==> src/core/rvc_regs.svh <==
// register offsets, field positions, reset values and timing counts for the regulator control
`ifndef RVC_REGS_SVH
`define RVC_REGS_SVH

`define RVC_NSUP            14
`define RVC_VW              6
`define RVC_NBUCK           4
`define RVC_BUCK0           4'hA
`define RVC_PROC_IDX        4'hB
// register byte offsets
`define RVC_OFS_CTRL        8'h00
`define RVC_OFS_ENABLE      8'h04
`define RVC_OFS_GO          8'h08
`define RVC_OFS_STEP0       8'h0C
`define RVC_OFS_PDOFF       8'h10
`define RVC_OFS_BUCKCFG     8'h14
`define RVC_OFS_SLOT_A      8'h18
`define RVC_OFS_SLOT_B      8'h1C
`define RVC_OFS_STATUS      8'h20
`define RVC_OFS_VSEL_BASE   8'h40
`define RVC_OFS_VSEL_LAST   8'h74
// field positions
`define RVC_CTRL_VLOCK      0
`define RVC_CTRL_COMBINE    1
`define RVC_CTRL_BKDIS      2
`define RVC_CTRL_RDYSEL     3
`define RVC_DEFER_LSB       16
`define RVC_CUR_LSB         8
// supply masks and hardware enable indices
`define RVC_DVC_MASK        14'h1C06
`define RVC_PD_MASK         14'h1C13
`define RVC_HW_IDX0         4'h3
`define RVC_HW_IDX1         4'h4
`define RVC_HW_IDX2         4'h8
// reset values and buck floor code
`define RVC_MODE_RST        8'h55
`define RVC_ILIM_RST        8'hAA
`define RVC_SLOT_RST        56'h00710000032840
`define RVC_FLOOR_CODE      6'h09
// current limits in mA
`define RVC_ILIM0_MA        12'h2BC
`define RVC_ILIM1_MA        12'h320
`define RVC_ILIM2_MA        12'h3E8
`define RVC_ILIM3_MA        12'h4B0
// timing
`define RVC_CLK_MHZ         10
`define RVC_CODE_MV         25
`define RVC_RAMP_UV_PER_US  6250
`define RVC_RAMP_CYC        ((`RVC_CODE_MV * 1000 * `RVC_CLK_MHZ) / `RVC_RAMP_UV_PER_US)
`define RVC_SOFTSTART_US    200
`define RVC_SOFTSTART_CYC   (`RVC_SOFTSTART_US * `RVC_CLK_MHZ)

`endif

==> src/core/rvc_pkg.sv <==
// types shared by the regulator voltage control
`include "rvc_regs.svh"
package rvc_pkg;

  typedef enum logic [1:0] {
    RVC_MODE_SLEEP,
    RVC_MODE_AUTO,
    RVC_MODE_SYNC,
    RVC_MODE_AUTO_SYNC
  } rvc_mode_t;

  typedef struct packed {
    logic        read;
    logic        write;
    logic [7:0]  address;
    logic [31:0] writedata;
    logic [3:0]  byteenable;
  } rvc_avs_req_t;

  typedef struct packed {
    logic [31:0] readdata;
    logic        waitrequest;
  } rvc_avs_rsp_t;

  typedef struct packed {
    logic       strobe;
    logic       up;
    logic [3:0] slot;
    logic       system_reload;
    logic       reset_mode;
  } rvc_seq_t;

  typedef struct packed {
    logic [`RVC_NSUP-1:0]                 en;
    logic [`RVC_NSUP-1:0]                 defer;
    logic [`RVC_NSUP-1:0]                 pend_en;
    logic [`RVC_NSUP-1:0]                 go;
    logic [`RVC_NSUP-1:0]                 step0;
    logic [`RVC_NSUP-1:0]                 pd_off;
    logic [`RVC_NSUP-1:0][`RVC_VW-1:0]    tgt;
    logic [`RVC_NSUP-1:0][`RVC_VW-1:0]    app;
    logic [`RVC_NSUP-1:0][`RVC_VW-1:0]    cur;
    logic [`RVC_NSUP-1:0][3:0]            slot;
    logic                                 vlock;
    logic                                 combine;
    logic                                 bkdis;
    logic                                 rdysel;
    logic [`RVC_NBUCK-1:0][1:0]           mode;
    logic [`RVC_NBUCK-1:0][1:0]           ilim;
    logic [`RVC_NBUCK-1:0][11:0]          ilim_ma;
    logic [2:0]                           sleepf;
    logic [1:0][3:0]                      sw_slot;
    logic [1:0]                           sw_on;
    logic [1:0][10:0]                     sw_cnt;
    logic [5:0]                           tick;
    logic                                 loaded;
    logic [2:0]                           late_v;
    logic [2:0]                           late_val;
    logic [2:0]                           evclr;
    logic [2:0]                           sy1;
    logic [2:0]                           sy2;
    logic                                 ack;
    logic [31:0]                          rdata;
  } rvc_state_t;

endpackage

==> src/core/rvc_ctrl.sv <==
// regulator and buck voltage, enable and mode control with register slave
`timescale 1ns/10ps
`default_nettype none
`include "rvc_regs.svh"
module rvc_ctrl (
  input  wire logic                                 clk,
  input  wire logic                                 sys_rst,
  input  wire rvc_pkg::rvc_avs_req_t                avs_req,
  output rvc_pkg::rvc_avs_rsp_t                     avs_rsp,
  input  wire rvc_pkg::rvc_seq_t                    seq,
  input  wire logic                                 pm_active,
  input  wire logic [`RVC_NSUP-1:0][`RVC_VW-1:0]    otp_vsel,
  input  wire logic [2:0]                           gpi_level,
  input  wire logic [2:0]                           gpi_event,
  input  wire logic [2:0]                           gpi_debounce_off,
  output logic [2:0]                                gpi_event_clr,
  output logic [`RVC_NSUP-1:0]                      supply_en,
  output logic [`RVC_NSUP-1:0][`RVC_VW-1:0]         supply_vsel,
  output logic [`RVC_NSUP-1:0]                      supply_pulldown,
  output rvc_pkg::rvc_mode_t [`RVC_NBUCK-1:0]       buck_mode,
  output logic [`RVC_NBUCK-1:0][11:0]               buck_ilim_ma,
  output logic [1:0]                                sw_closed,
  output logic [1:0]                                sw_softstart,
  output logic [1:0]                                sw_pulldown,
  output logic                                      feedback_ready,
  output logic                                      ref_backup_switch_disable
);
  import rvc_pkg::*;

  localparam int RAMP_CYC = `RVC_RAMP_CYC;
  localparam int SS_CYC   = `RVC_SOFTSTART_CYC;
  localparam logic [5:0]  RAMP_LAST = 6'(RAMP_CYC - 1);
  localparam logic [10:0] SS_LAST   = 11'(SS_CYC);
  localparam logic [`RVC_NSUP-1:0] DVC_MASK = `RVC_DVC_MASK;
  localparam logic [3:0]  HW_IDX [3] = '{`RVC_HW_IDX0, `RVC_HW_IDX1, `RVC_HW_IDX2};

  rvc_state_t s;
  rvc_state_t next_s;
  logic       wr;
  logic       rd;
  logic       ramping;
  logic [31:0] wv;

  // ----------------------------------------------------------------
  // helpers
  // ----------------------------------------------------------------
  function automatic logic is_vsel(input logic [7:0] a);
    return a >= `RVC_OFS_VSEL_BASE && a <= `RVC_OFS_VSEL_LAST && a[1:0] == 2'h0;
  endfunction

  function automatic logic [11:0] ilim_ma_f(input logic [1:0] c);
    unique case (c)
      2'h0: return `RVC_ILIM0_MA;
      2'h1: return `RVC_ILIM1_MA;
      2'h2: return `RVC_ILIM2_MA;
      2'h3: return `RVC_ILIM3_MA;
    endcase
  endfunction

  function automatic logic [31:0] rd_word(input rvc_state_t st, input logic [7:0] a);
    logic [3:0]  vi;
    logic [31:0] w;
    vi = 4'(a[7:2] - 6'h10);
    w  = 32'h00000000;
    if (is_vsel(a)) begin
      w[`RVC_VW-1:0] = st.tgt[vi];
      w[`RVC_CUR_LSB +: `RVC_VW] = st.cur[vi];
    end else begin
      unique case (a)
        `RVC_OFS_CTRL:    w[3:0] = {st.rdysel, st.bkdis, st.combine, st.vlock};
        `RVC_OFS_ENABLE:  w = {2'h0, st.defer, 2'h0, st.en};
        `RVC_OFS_GO:      w[`RVC_NSUP-1:0] = st.go;
        `RVC_OFS_STEP0:   w[`RVC_NSUP-1:0] = st.step0;
        `RVC_OFS_PDOFF:   w[`RVC_NSUP-1:0] = st.pd_off;
        `RVC_OFS_BUCKCFG: w[15:0] = {st.ilim, st.mode};
        `RVC_OFS_SLOT_A:  w = st.slot[7:0];
        `RVC_OFS_SLOT_B:  w = {st.sw_slot, st.slot[13:8]};
        `RVC_OFS_STATUS:  w[7:0] = {(st.sw_on & ~{st.sw_cnt[1] == SS_LAST,
                                   st.sw_cnt[0] == SS_LAST}), st.sw_on, st.sleepf,
                                   st.cur != st.app};
        default:          w = 32'h00000000;
      endcase
    end
    return w;
  endfunction

  function automatic logic [31:0] be_merge(input logic [31:0] o, input logic [31:0] d,
                                           input logic [3:0] be);
    logic [31:0] r;
    r = o;
    for (int b = 0; b < 4; b++) begin
      if (be[b]) begin
        r[8*b +: 8] = d[8*b +: 8];
      end
    end
    return r;
  endfunction

  // ----------------------------------------------------------------
  // bus slave: one wait state, read data latched at the edge that raises ack, write applied at the edge while ack is high
  // ----------------------------------------------------------------
  assign wr = avs_req.write & s.ack;
  assign rd = avs_req.read & ~s.ack;
  assign wv = be_merge(rd_word(s, avs_req.address), avs_req.writedata, avs_req.byteenable);
  assign avs_rsp.waitrequest = (avs_req.read | avs_req.write) & ~s.ack;
  assign avs_rsp.readdata    = s.rdata;

  // ----------------------------------------------------------------
  // next state
  // ----------------------------------------------------------------
  always_comb begin
    logic [3:0]            vi;
    logic [`RVC_NSUP-1:0]  touched;
    logic                  may_v;
    vi      = 4'(avs_req.address[7:2] - 6'h10);
    touched = '0;
    may_v   = pm_active & ~s.vlock;
    next_s       = s;
    next_s.ack   = (avs_req.read | avs_req.write) & ~s.ack;
    next_s.rdata = rd ? rd_word(s, avs_req.address) : s.rdata;
    next_s.evclr = 3'h0;
    next_s.sy1   = gpi_level;
    next_s.sy2   = s.sy1;
    next_s.tick  = (s.tick == RAMP_LAST) ? 6'h00 : 6'(s.tick + 6'h01);
    if (!s.loaded) begin
      next_s.loaded = 1'b1;
      next_s.tgt    = otp_vsel;
      next_s.app    = otp_vsel;
      next_s.cur    = otp_vsel;
    end
    if (wr && pm_active) begin
      if (is_vsel(avs_req.address)) begin
        if (may_v && !s.go[vi] && !(s.combine && vi == `RVC_PROC_IDX)) begin
          next_s.tgt[vi] = wv[`RVC_VW-1:0];
          if (!DVC_MASK[vi] && !s.defer[vi]) begin
            next_s.app[vi] = wv[`RVC_VW-1:0];
          end
        end
      end else begin
        unique case (avs_req.address)
          `RVC_OFS_CTRL: begin
            next_s.vlock   = wv[`RVC_CTRL_VLOCK];
            next_s.combine = wv[`RVC_CTRL_COMBINE];
            next_s.bkdis   = wv[`RVC_CTRL_BKDIS];
            next_s.rdysel  = wv[`RVC_CTRL_RDYSEL];
          end
          `RVC_OFS_ENABLE: begin
            for (int i = 0; i < `RVC_NSUP; i++) begin
              next_s.defer[i] = wv[`RVC_DEFER_LSB + i];
              if (wv[`RVC_DEFER_LSB + i]) begin
                next_s.pend_en[i] = wv[i];
              end else begin
                next_s.en[i] = wv[i];
                touched[i]   = 1'b1;
              end
            end
          end
          `RVC_OFS_GO: begin
            for (int i = 0; i < `RVC_NSUP; i++) begin
              if (may_v && wv[i] && DVC_MASK[i] && !s.defer[i]
                  && !(s.combine && i == `RVC_PROC_IDX)) begin
                next_s.go[i]  = 1'b1;
                next_s.app[i] = s.tgt[i];
              end
            end
          end
          `RVC_OFS_STEP0: next_s.step0  = wv[`RVC_NSUP-1:0];
          `RVC_OFS_PDOFF: next_s.pd_off = wv[`RVC_NSUP-1:0] & `RVC_PD_MASK;
          `RVC_OFS_BUCKCFG: begin
            for (int b = 0; b < `RVC_NBUCK; b++) begin
              if (!(s.combine && b == 1)) begin
                next_s.mode[b] = wv[2*b +: 2];
                next_s.ilim[b] = wv[8 + 2*b +: 2];
              end
            end
          end
          `RVC_OFS_SLOT_A: next_s.slot[7:0] = wv;
          `RVC_OFS_SLOT_B: begin
            next_s.slot[13:8] = wv[23:0];
            next_s.sw_slot    = wv[31:24];
          end
          default: begin
          end
        endcase
      end
    end
    // sequencer slots
    if (seq.strobe) begin
      for (int i = 0; i < `RVC_NSUP; i++) begin
        if (seq.slot == 4'h0) begin
          if (seq.up && s.step0[i]) begin
            next_s.en[i]  = 1'b1;
            next_s.tgt[i] = otp_vsel[i];
            next_s.app[i] = otp_vsel[i];
            touched[i]    = 1'b1;
          end
        end else if (s.slot[i] == seq.slot) begin
          touched[i] = 1'b1;
          if (seq.up) begin
            next_s.en[i] = 1'b1;
          end else if (s.defer[i]) begin
            next_s.en[i]  = s.pend_en[i];
            next_s.app[i] = s.tgt[i];
          end else begin
            next_s.en[i] = 1'b0;
          end
        end
      end
      for (int k = 0; k < 2; k++) begin
        if (seq.slot != 4'h0 && s.sw_slot[k] == seq.slot) begin
          next_s.sw_on[k] = seq.up;
        end
      end
    end
    if (seq.system_reload) begin
      next_s.tgt   = otp_vsel;
      next_s.app   = otp_vsel;
      next_s.defer = '0;
    end
    // hardware enables through undebounced GPI events
    for (int k = 0; k < 3; k++) begin
      if (s.late_v[k]) begin
        next_s.en[HW_IDX[k]] = s.late_val[k];
        next_s.late_v[k]     = 1'b0;
      end
      if (gpi_event[k] && gpi_debounce_off[k]) begin
        next_s.evclr[k] = 1'b1;
        if (touched[HW_IDX[k]]) begin
          next_s.late_v[k]   = 1'b1;
          next_s.late_val[k] = next_s.en[HW_IDX[k]];
        end
        next_s.en[HW_IDX[k]] = s.sy2[k];
      end
    end
    if (seq.reset_mode) begin
      next_s.en[`RVC_NSUP-1:1] = '0;
      next_s.late_v            = 3'h0;
    end
    // buck floor and forced sleep
    for (int b = 0; b < 3; b++) begin
      if (next_s.app[`RVC_BUCK0 + b] < `RVC_FLOOR_CODE) begin
        next_s.app[`RVC_BUCK0 + b] = `RVC_FLOOR_CODE;
      end
      next_s.sleepf[b] = next_s.tgt[`RVC_BUCK0 + b] < `RVC_FLOOR_CODE;
    end
    // ramp one code per tick toward the applied value
    for (int i = 0; i < `RVC_NSUP; i++) begin
      if (s.go[i] && s.cur[i] == s.app[i]) begin
        next_s.go[i] = 1'b0;
      end
      if (s.loaded && s.tick == 6'h00) begin
        if (s.cur[i] < s.app[i]) begin
          next_s.cur[i] = 6'(s.cur[i] + 6'h01);
        end else if (s.cur[i] > s.app[i]) begin
          next_s.cur[i] = 6'(s.cur[i] - 6'h01);
        end
      end
    end
    for (int k = 0; k < 2; k++) begin
      if (!next_s.sw_on[k]) begin
        next_s.sw_cnt[k] = 11'h000;
      end else if (s.sw_cnt[k] != SS_LAST) begin
        next_s.sw_cnt[k] = 11'(s.sw_cnt[k] + 11'h001);
      end
    end
    for (int b = 0; b < `RVC_NBUCK; b++) begin
      next_s.ilim_ma[b] = ilim_ma_f(next_s.ilim[b]);
    end
    if (next_s.combine) begin
      next_s.ilim_ma[0] = 12'(ilim_ma_f(next_s.ilim[0]) << 1);
    end
  end

  always_ff @(posedge clk) begin
    if (sys_rst) begin
      s         <= '0;
      s.slot    <= `RVC_SLOT_RST;
      s.mode    <= `RVC_MODE_RST;
      s.ilim    <= `RVC_ILIM_RST;
      s.ilim_ma <= {`RVC_ILIM2_MA, `RVC_ILIM2_MA, `RVC_ILIM2_MA, `RVC_ILIM2_MA};
    end else begin
      s <= next_s;
    end
  end

  // ----------------------------------------------------------------
  // outputs
  // ----------------------------------------------------------------
  assign ramping                   = s.cur != s.app;
  assign feedback_ready            = s.rdysel & ramping;
  assign gpi_event_clr             = s.evclr;
  assign supply_en                 = s.en;
  assign supply_vsel               = s.cur;
  assign supply_pulldown           = ~s.en & ~s.pd_off;
  assign buck_ilim_ma              = s.ilim_ma;
  assign ref_backup_switch_disable = s.bkdis;
  assign sw_closed                 = s.sw_on;
  assign sw_pulldown               = ~s.sw_on;
  generate
    for (genvar b = 0; b < `RVC_NBUCK; b++) begin : g_mode
      if (b < 3) begin : g_dvc
        assign buck_mode[b] = s.sleepf[b] ? RVC_MODE_SLEEP : rvc_mode_t'(s.mode[b]);
      end else begin : g_fix
        assign buck_mode[b] = rvc_mode_t'(s.mode[b]);
      end
    end
    for (genvar k = 0; k < 2; k++) begin : g_sw
      assign sw_softstart[k] = s.sw_on[k] & (s.sw_cnt[k] != SS_LAST);
    end
  endgenerate
endmodule
`default_nettype wire

==> config.mk <==
export PLATFORM = sky130hd
export DESIGN_NAME = rvc_ctrl
export DESIGN_NICKNAME = d
export VERILOG_FILES = /design/src/core/rvc_pkg.sv /design/src/core/rvc_ctrl.sv
export VERILOG_INCLUDE_DIRS = /design/src /design/src/core
export SDC_FILE = /design/constraint.sdc
export NUM_CORES = 2
export LEC_CHECK = 0
export ABC_AREA = 1
export BUFFER_PORTS_ARGS = -buffer_cell sky130_fd_sc_hd__buf_4
export CAP_MARGIN = 20
export CELL_PAD_IN_SITES_DETAIL_PLACEMENT = 1
export CELL_PAD_IN_SITES_GLOBAL_PLACEMENT = 1
export CORE_MARGIN = 2
export CORE_UTILIZATION = 46
export CTS_BUF_LIST = sky130_fd_sc_hd__clkbuf_8 sky130_fd_sc_hd__clkbuf_16
export CTS_CLUSTER_SIZE = 8
export DETAILED_ROUTE_END_ITERATION = 10
export PLACE_DENSITY = 0.89
export RECOVER_POWER = 100
export SYNTH_ARGS = -nofsm -noshare
export SYNTH_HDL_FRONTEND = slang
export SYNTH_SLANG_ARGS = --single-unit
==> constraint.sdc <==
create_clock -name clk -period 10.75 [get_ports clk]
set_input_delay 3.225 -clock clk [delete_from_list [all_inputs] [get_ports clk]]
set_output_delay 3.225 -clock clk [all_outputs]
set_load 0.05 [all_outputs]
**Yosys cells after proc, flatten, opt, wreduce, memory -nomap -nowiden**

Memories as Yosys holds them, arrays and structs flattened.
Index checks and enable logic that the tools add are counted.

- Bits in registers: 533
- Bits in read-only memories: 16
- Input bits: 150
- Output and inout bits: 212
- Logic and storage cells: 746
- Memories kept: 1

Memory list:

| name | depth | width | read ports | clocked after Yosys merged registers in | wr ports | RTL line | RTL |
|---|---|---|---|---|---|---|---|
| (no name shown) | 16 | 1 | 1 | 0 | 0 | rvc_ctrl.sv:135 | `if (!DVC_MASK[vi] && !s.defer[vi]) begin` |

- $add $sub $neg: 32
- Magnitude comparators: 38
- Equality and inequality tests: 48
- Multiplexer cells: 375
- Bitwise gates (word level): 23
- Reductions and logical operators: 110

Operators with widths:

| cell | count |
|---|---|
| $mux 6 | 151 |
| $mux 168 | 4 |
| $mux 252 | 1 |
| $pmux 12 s4 | 4 |
| $bwmux 84 | 2 |
| $mux 42 | 4 |
| $mux 1 | 165 |
| $add 6x1->6 const B | 15 |
| $mux 90 | 1 |
| $gt 6x6->1 | 14 |
| $lt 6x6->1 | 14 |
| $mux 84 | 1 |
| $ne 84x84->1 | 1 |
| $sub 6x1->6 const B | 14 |
| $reduce_and 4->1 | 20 |
| $eq 4x4->1 | 16 |
| $mux 14 | 4 |
| $mux 18 | 3 |
| $mux 49 | 1 |
| $bmux 6 s4 | 2 |
| $pmux 16 s3 | 1 |
| $logic_and 1x1->1 | 44 |
| $pmux 6 s7 | 1 |
| $mux 19 | 2 |
| 49 further kinds | 141 |

**Longest topological paths before layout**

- Depth after elaboration: 20
- Mapped depth: 26

**Least setup slack after synthesis**

No wires, ideal clock.

- Path kind: in2out
- Start point: in avs_req[45] in the netlist's numbering
- End point: out avs_rsp[0] in the netlist's numbering
- Arrival: 3.610 ns
- Setup slack: 3.915 ns
- Stages on the path: 3
- Path buffers: 1
- Path through: inv_1 a21oi_1 buf_4

RTL lines:

| what | RTL line | RTL |
|---|---|---|
| start: declaration | rvc_ctrl.sv:8 | `input wire rvc_pkg::rvc_avs_req_t avs_req,` |
| end: declaration | rvc_ctrl.sv:9 | `output rvc_pkg::rvc_avs_rsp_t avs_rsp,` |

==> summary.txt <==
Run status
  • Status: finished, violations left
  • Failing checks: max-capacitance violations, max-slew violations

Placement
  • Pre-CTS setup slack: 2.52 ns
  • Detail Placement HPWL: between 100,000 and 150,000 um
  • IO buf count: about 350
  • Placer Congestion: 1.02

Job
  • Max cap viols: 5

STA
  • Max_slew headroom: -189%
  • RSZ-0062 raised after global routing: false
  • Worst slew pin tran: ~4.3 ns
  • Post-route clock period utilization: 86.7%
  • Post-route worst setup slack: 1.43 ns
  • Setup_tns: 0 ns
  • Count of pins over their slew limit: 281
  • Final setup skew: 0.0196 ns
  • Max Freq: 0.107 GHz
  • Crit path time final: between 9 and 10 ns
  • Hold Fails Final Rpt: 0
  • Setup violators final: 0

Synthesis
  • Synth top area share: 27.7%
  • Seq/Total Area, Yosys: 27.7%
  • Average cell area after synthesis: 6.39 um^2
  • Synth area leaders: dfxtp_1, a21oi_1, nand2_1
  • Synthesized flop and latch total: 519
  • Synth area leader: dfxtp_1
  • Asr flop ratio synth: 0%
  • Synth Instances: 5,867
  • YS warnings: 0
  • Post-synth EDFFs: 0
  • Top_reg_cell synth: dfxtp_1
  • Synth unique cells: 67
  • Syn Std Cell Area: 37,500 um^2

GRT
  • Total track usage: about two fifths
  • Vias in the first global route: ~43k
  • Total gr overflow: 0
  • Largest net degree at the start of global routing: 134
  • First-pass GRT wire length: 264,000 um
  • Initial antenna violation count: 8

CTS
  • H-tree depth: 3
  • Clock Path Buffers: 3
  • TritonCTS clock tree: done
  • Post-CTS resize count: 0
  • # Post-CTS Setup Buffers: 0
  • Clk_lat worst skew: between 0.6 and 0.7 ns
  • Clk sinks: 519
  • CTS clk-pin slew, worst paths: 0.05 ns
  • Post-CTS Hold Fix Bufs: 0
  • Root buffer cell: clkbuf_16
  • Num CTS Buffers: 75

Drt
  • Routed wl met3: 20,600 um
  • Routed Antenna Nets: 0
  • Routed vias: roughly 44k
  • DR iter-0 viols: ~4.9k
  • Top sig layer: met5
  • DR DRC count: 0
  • Post-Route M1 WL: 66,400 um
  • Wirelength, routed: 180,000 um
  • Post-DR vias/cell: 6.37
  • Met2 WL: 77,100 um
  • TritonRoute pass-1 iters: 6
  • WL per Instance: about 26 um

Die
  • IO Pins: 362
  • Die area: 83,900 um^2
  • Die H: between 200 and 300 um
  • Initial Util: 46.5%
  • Core area: 80,700 um^2
  • Die Wd: 290 um
  • Rows: 104

Setup path
  • Critical Path RT: 11.28 ns
  • Setup crit start kind: input pin
  • Largest stage delay, worst path: 1.87 ns
  • Crit path DAT: 9.85 ns
  • Slowest stage cell, crit path: clkbuf_1
  • Worst path cell trace: clkbuf_1, inv_2, ha_1, inv_1, nor2_1, nand2_1, o21ai_0, a211oi_1, a21boi_0, nand2_1, o21ai_0, o21ai_0, inv_1, ha_1, nor2_1, inv_1
  • Crit path max-delay family: buffers and inverters
  • WP buf/inv: 5
  • CP endpoint kind: flip-flop
  • Peak fanout along the critical path: 47
  • Worst Path Class, Setup: in2reg

Worst hold path
  • Hold Crit Class: reg2reg

Power and ir drop
  • Clock network power share: 36.8%
  • Worst vdd ir: 0.114 mV
  • Static leakage: 0.0176 uW
  • Sw Ratio: 38.3%
  • Sequential share of power: a little over a third
  • Switch Pwr: 2340 uW
  • P per Cell Area: approximately 150 nW/um^2
  • Internal: 3760 uW
  • Logic pwr share: 27.3%

Finish
  • Final nets: 6,151
  • Layout cells sized above 1: 6.52%
  • Area grow syn2layout: 7.69%
  • Final core occ: about half
[state kept, by name (all words and copies together), names as in the netlist]
name,count
gpi_event_clr,3
avs_rsp,32
buck_ilim_ma,34
supply_en,14
sw_closed,2
s,344
buck_mode,2
next_s,3
supply_vsel,84
ref_backup_switch_disable,1
[cells by family (layout without fill, tap and decap cells)]
kind of cell             Yosys count  count (layout)  synth area share (%)
AO/OA/AOI/OAI                   1880            1880                  27.5
XOR/XNOR                         123             123                  2.87
adder cells (fa/ha/maj)          143             143                  4.77
buffers and inverters           1286            1277                  15.1
other                              2              21                0.0200
multiplexers                       8               8                 0.213
flip-flops                       519             519                  27.7
AND/OR/NAND/NOR                 1906            1906                  21.9
[Yosys cell counts (all sizes together) (5+ instances only)]
| library cell | n |
|---|---|
| ha | 143 |
| dfxtp | 519 |
| o31ai | 5 |
| xor2 | 77 |
| xnor2 | 46 |
| nor2 | 485 |
| o21bai | 21 |
| a22oi | 24 |
| nand3 | 299 |
| nor4 | 7 |
| clkbuf | 203 |
| clkinv | 10 |
| nand4 | 40 |
| o22ai | 97 |
| o21ai | 668 |
| o21a | 8 |
| nor3 | 68 |
| a221oi | 37 |
| o211ai | 71 |
| nand2 | 944 |
| mux2i | 8 |
| buf | 289 |
| a21boi | 10 |
| inv | 784 |
| a31oi | 17 |
| or2 | 49 |
| a21oi | 834 |
| and2 | 6 |
| a211oi | 65 |
[metrics by stage]
stage	instance area, um^2	hold WS (ns)	std cells	total power, uW
after global placement	39200	0.393	6840	3810
after detailed placement	39200	0.401	6840	3870
after global routing	40400	0.430	6932	6310
after CTS	41300	0.411	6929	6090
after floorplan	37600	0.388	5879	3350
final	40400	0.410	6937	6100
[cell usage in the layout, fill, tap and decap left out, types with 5 or more instances in the layout]
cell,instances
buf_4,175
or2_2,49
o21bai_1,21
a22oi_1,23
a221oi_1,37
nand4_1,39
nor2_4,12
nand3_1,297
a21boi_0,8
mux2i_1,8
nand2_2,6
conb_1,14
nor2_2,11
a31oi_1,16
clkinv_1,9
inv_2,20
nor3_1,59
nand2_1,935
o21a_1,8
xor2_1,77
and2_1,5
inv_1,768
dfxtp_1,518
o22ai_1,97
o211ai_1,71
a21oi_1,833
nor3_2,8
a211oi_1,65
o21ai_0,647
clkbuf_16,76
o31ai_1,5
clkbuf_1,217
nor2_1,462
ha_1,143
xnor2_1,46
o21ai_1,21
diode_2,7
[final timing paths]
kind | to | slack, ns | start | cells after the start
max | buck_ilim_ma[32] | 1.43 | avs_req[39] | 16
min | s[35] | 0.41 | next_s[35] | 2
max reg2reg | s[310] | 5.42 | supply_vsel[66] | 21
min reg2reg | s[35] | 0.41 | next_s[35] | 2
[area by class of cell]
class	count	area, um^2
flip-flops and latches	519	10400
inverters	794	2990
fillers	11100	40300
clock inverters	11	135
well taps	1060	1330
multi-input cells	4074	21400
clock buffers	78	1930
diodes	7	17.5
repair buffers	394	2160
[power groups by stage]
stage	logic, uW	clock network, uW	registers (uW)
2_1_floorplan	1210	0	2140
3_3_place_gp	1590	0	2220
3_5_place_dp	1650	0	2220
4_1_cts	1670	2240	2180
5_1_grt	1790	2320	2190
6_report	1670	2250	2190
[worst min-delay path, stage by stage (launching register included)]
cell and delay (ns):
dfxtp_1 0.29, inv_1 0.04, nor2_1 0.03
[routing by layer]
layer  vias to the layer above  track usage [%]
li1                      19300                -
met1                     21200             50.5
met2                      2832             62.8
met3                       862             9.83
met4                         6             31.2
met5                         -                0
Power figures use the tool's default switching activity.
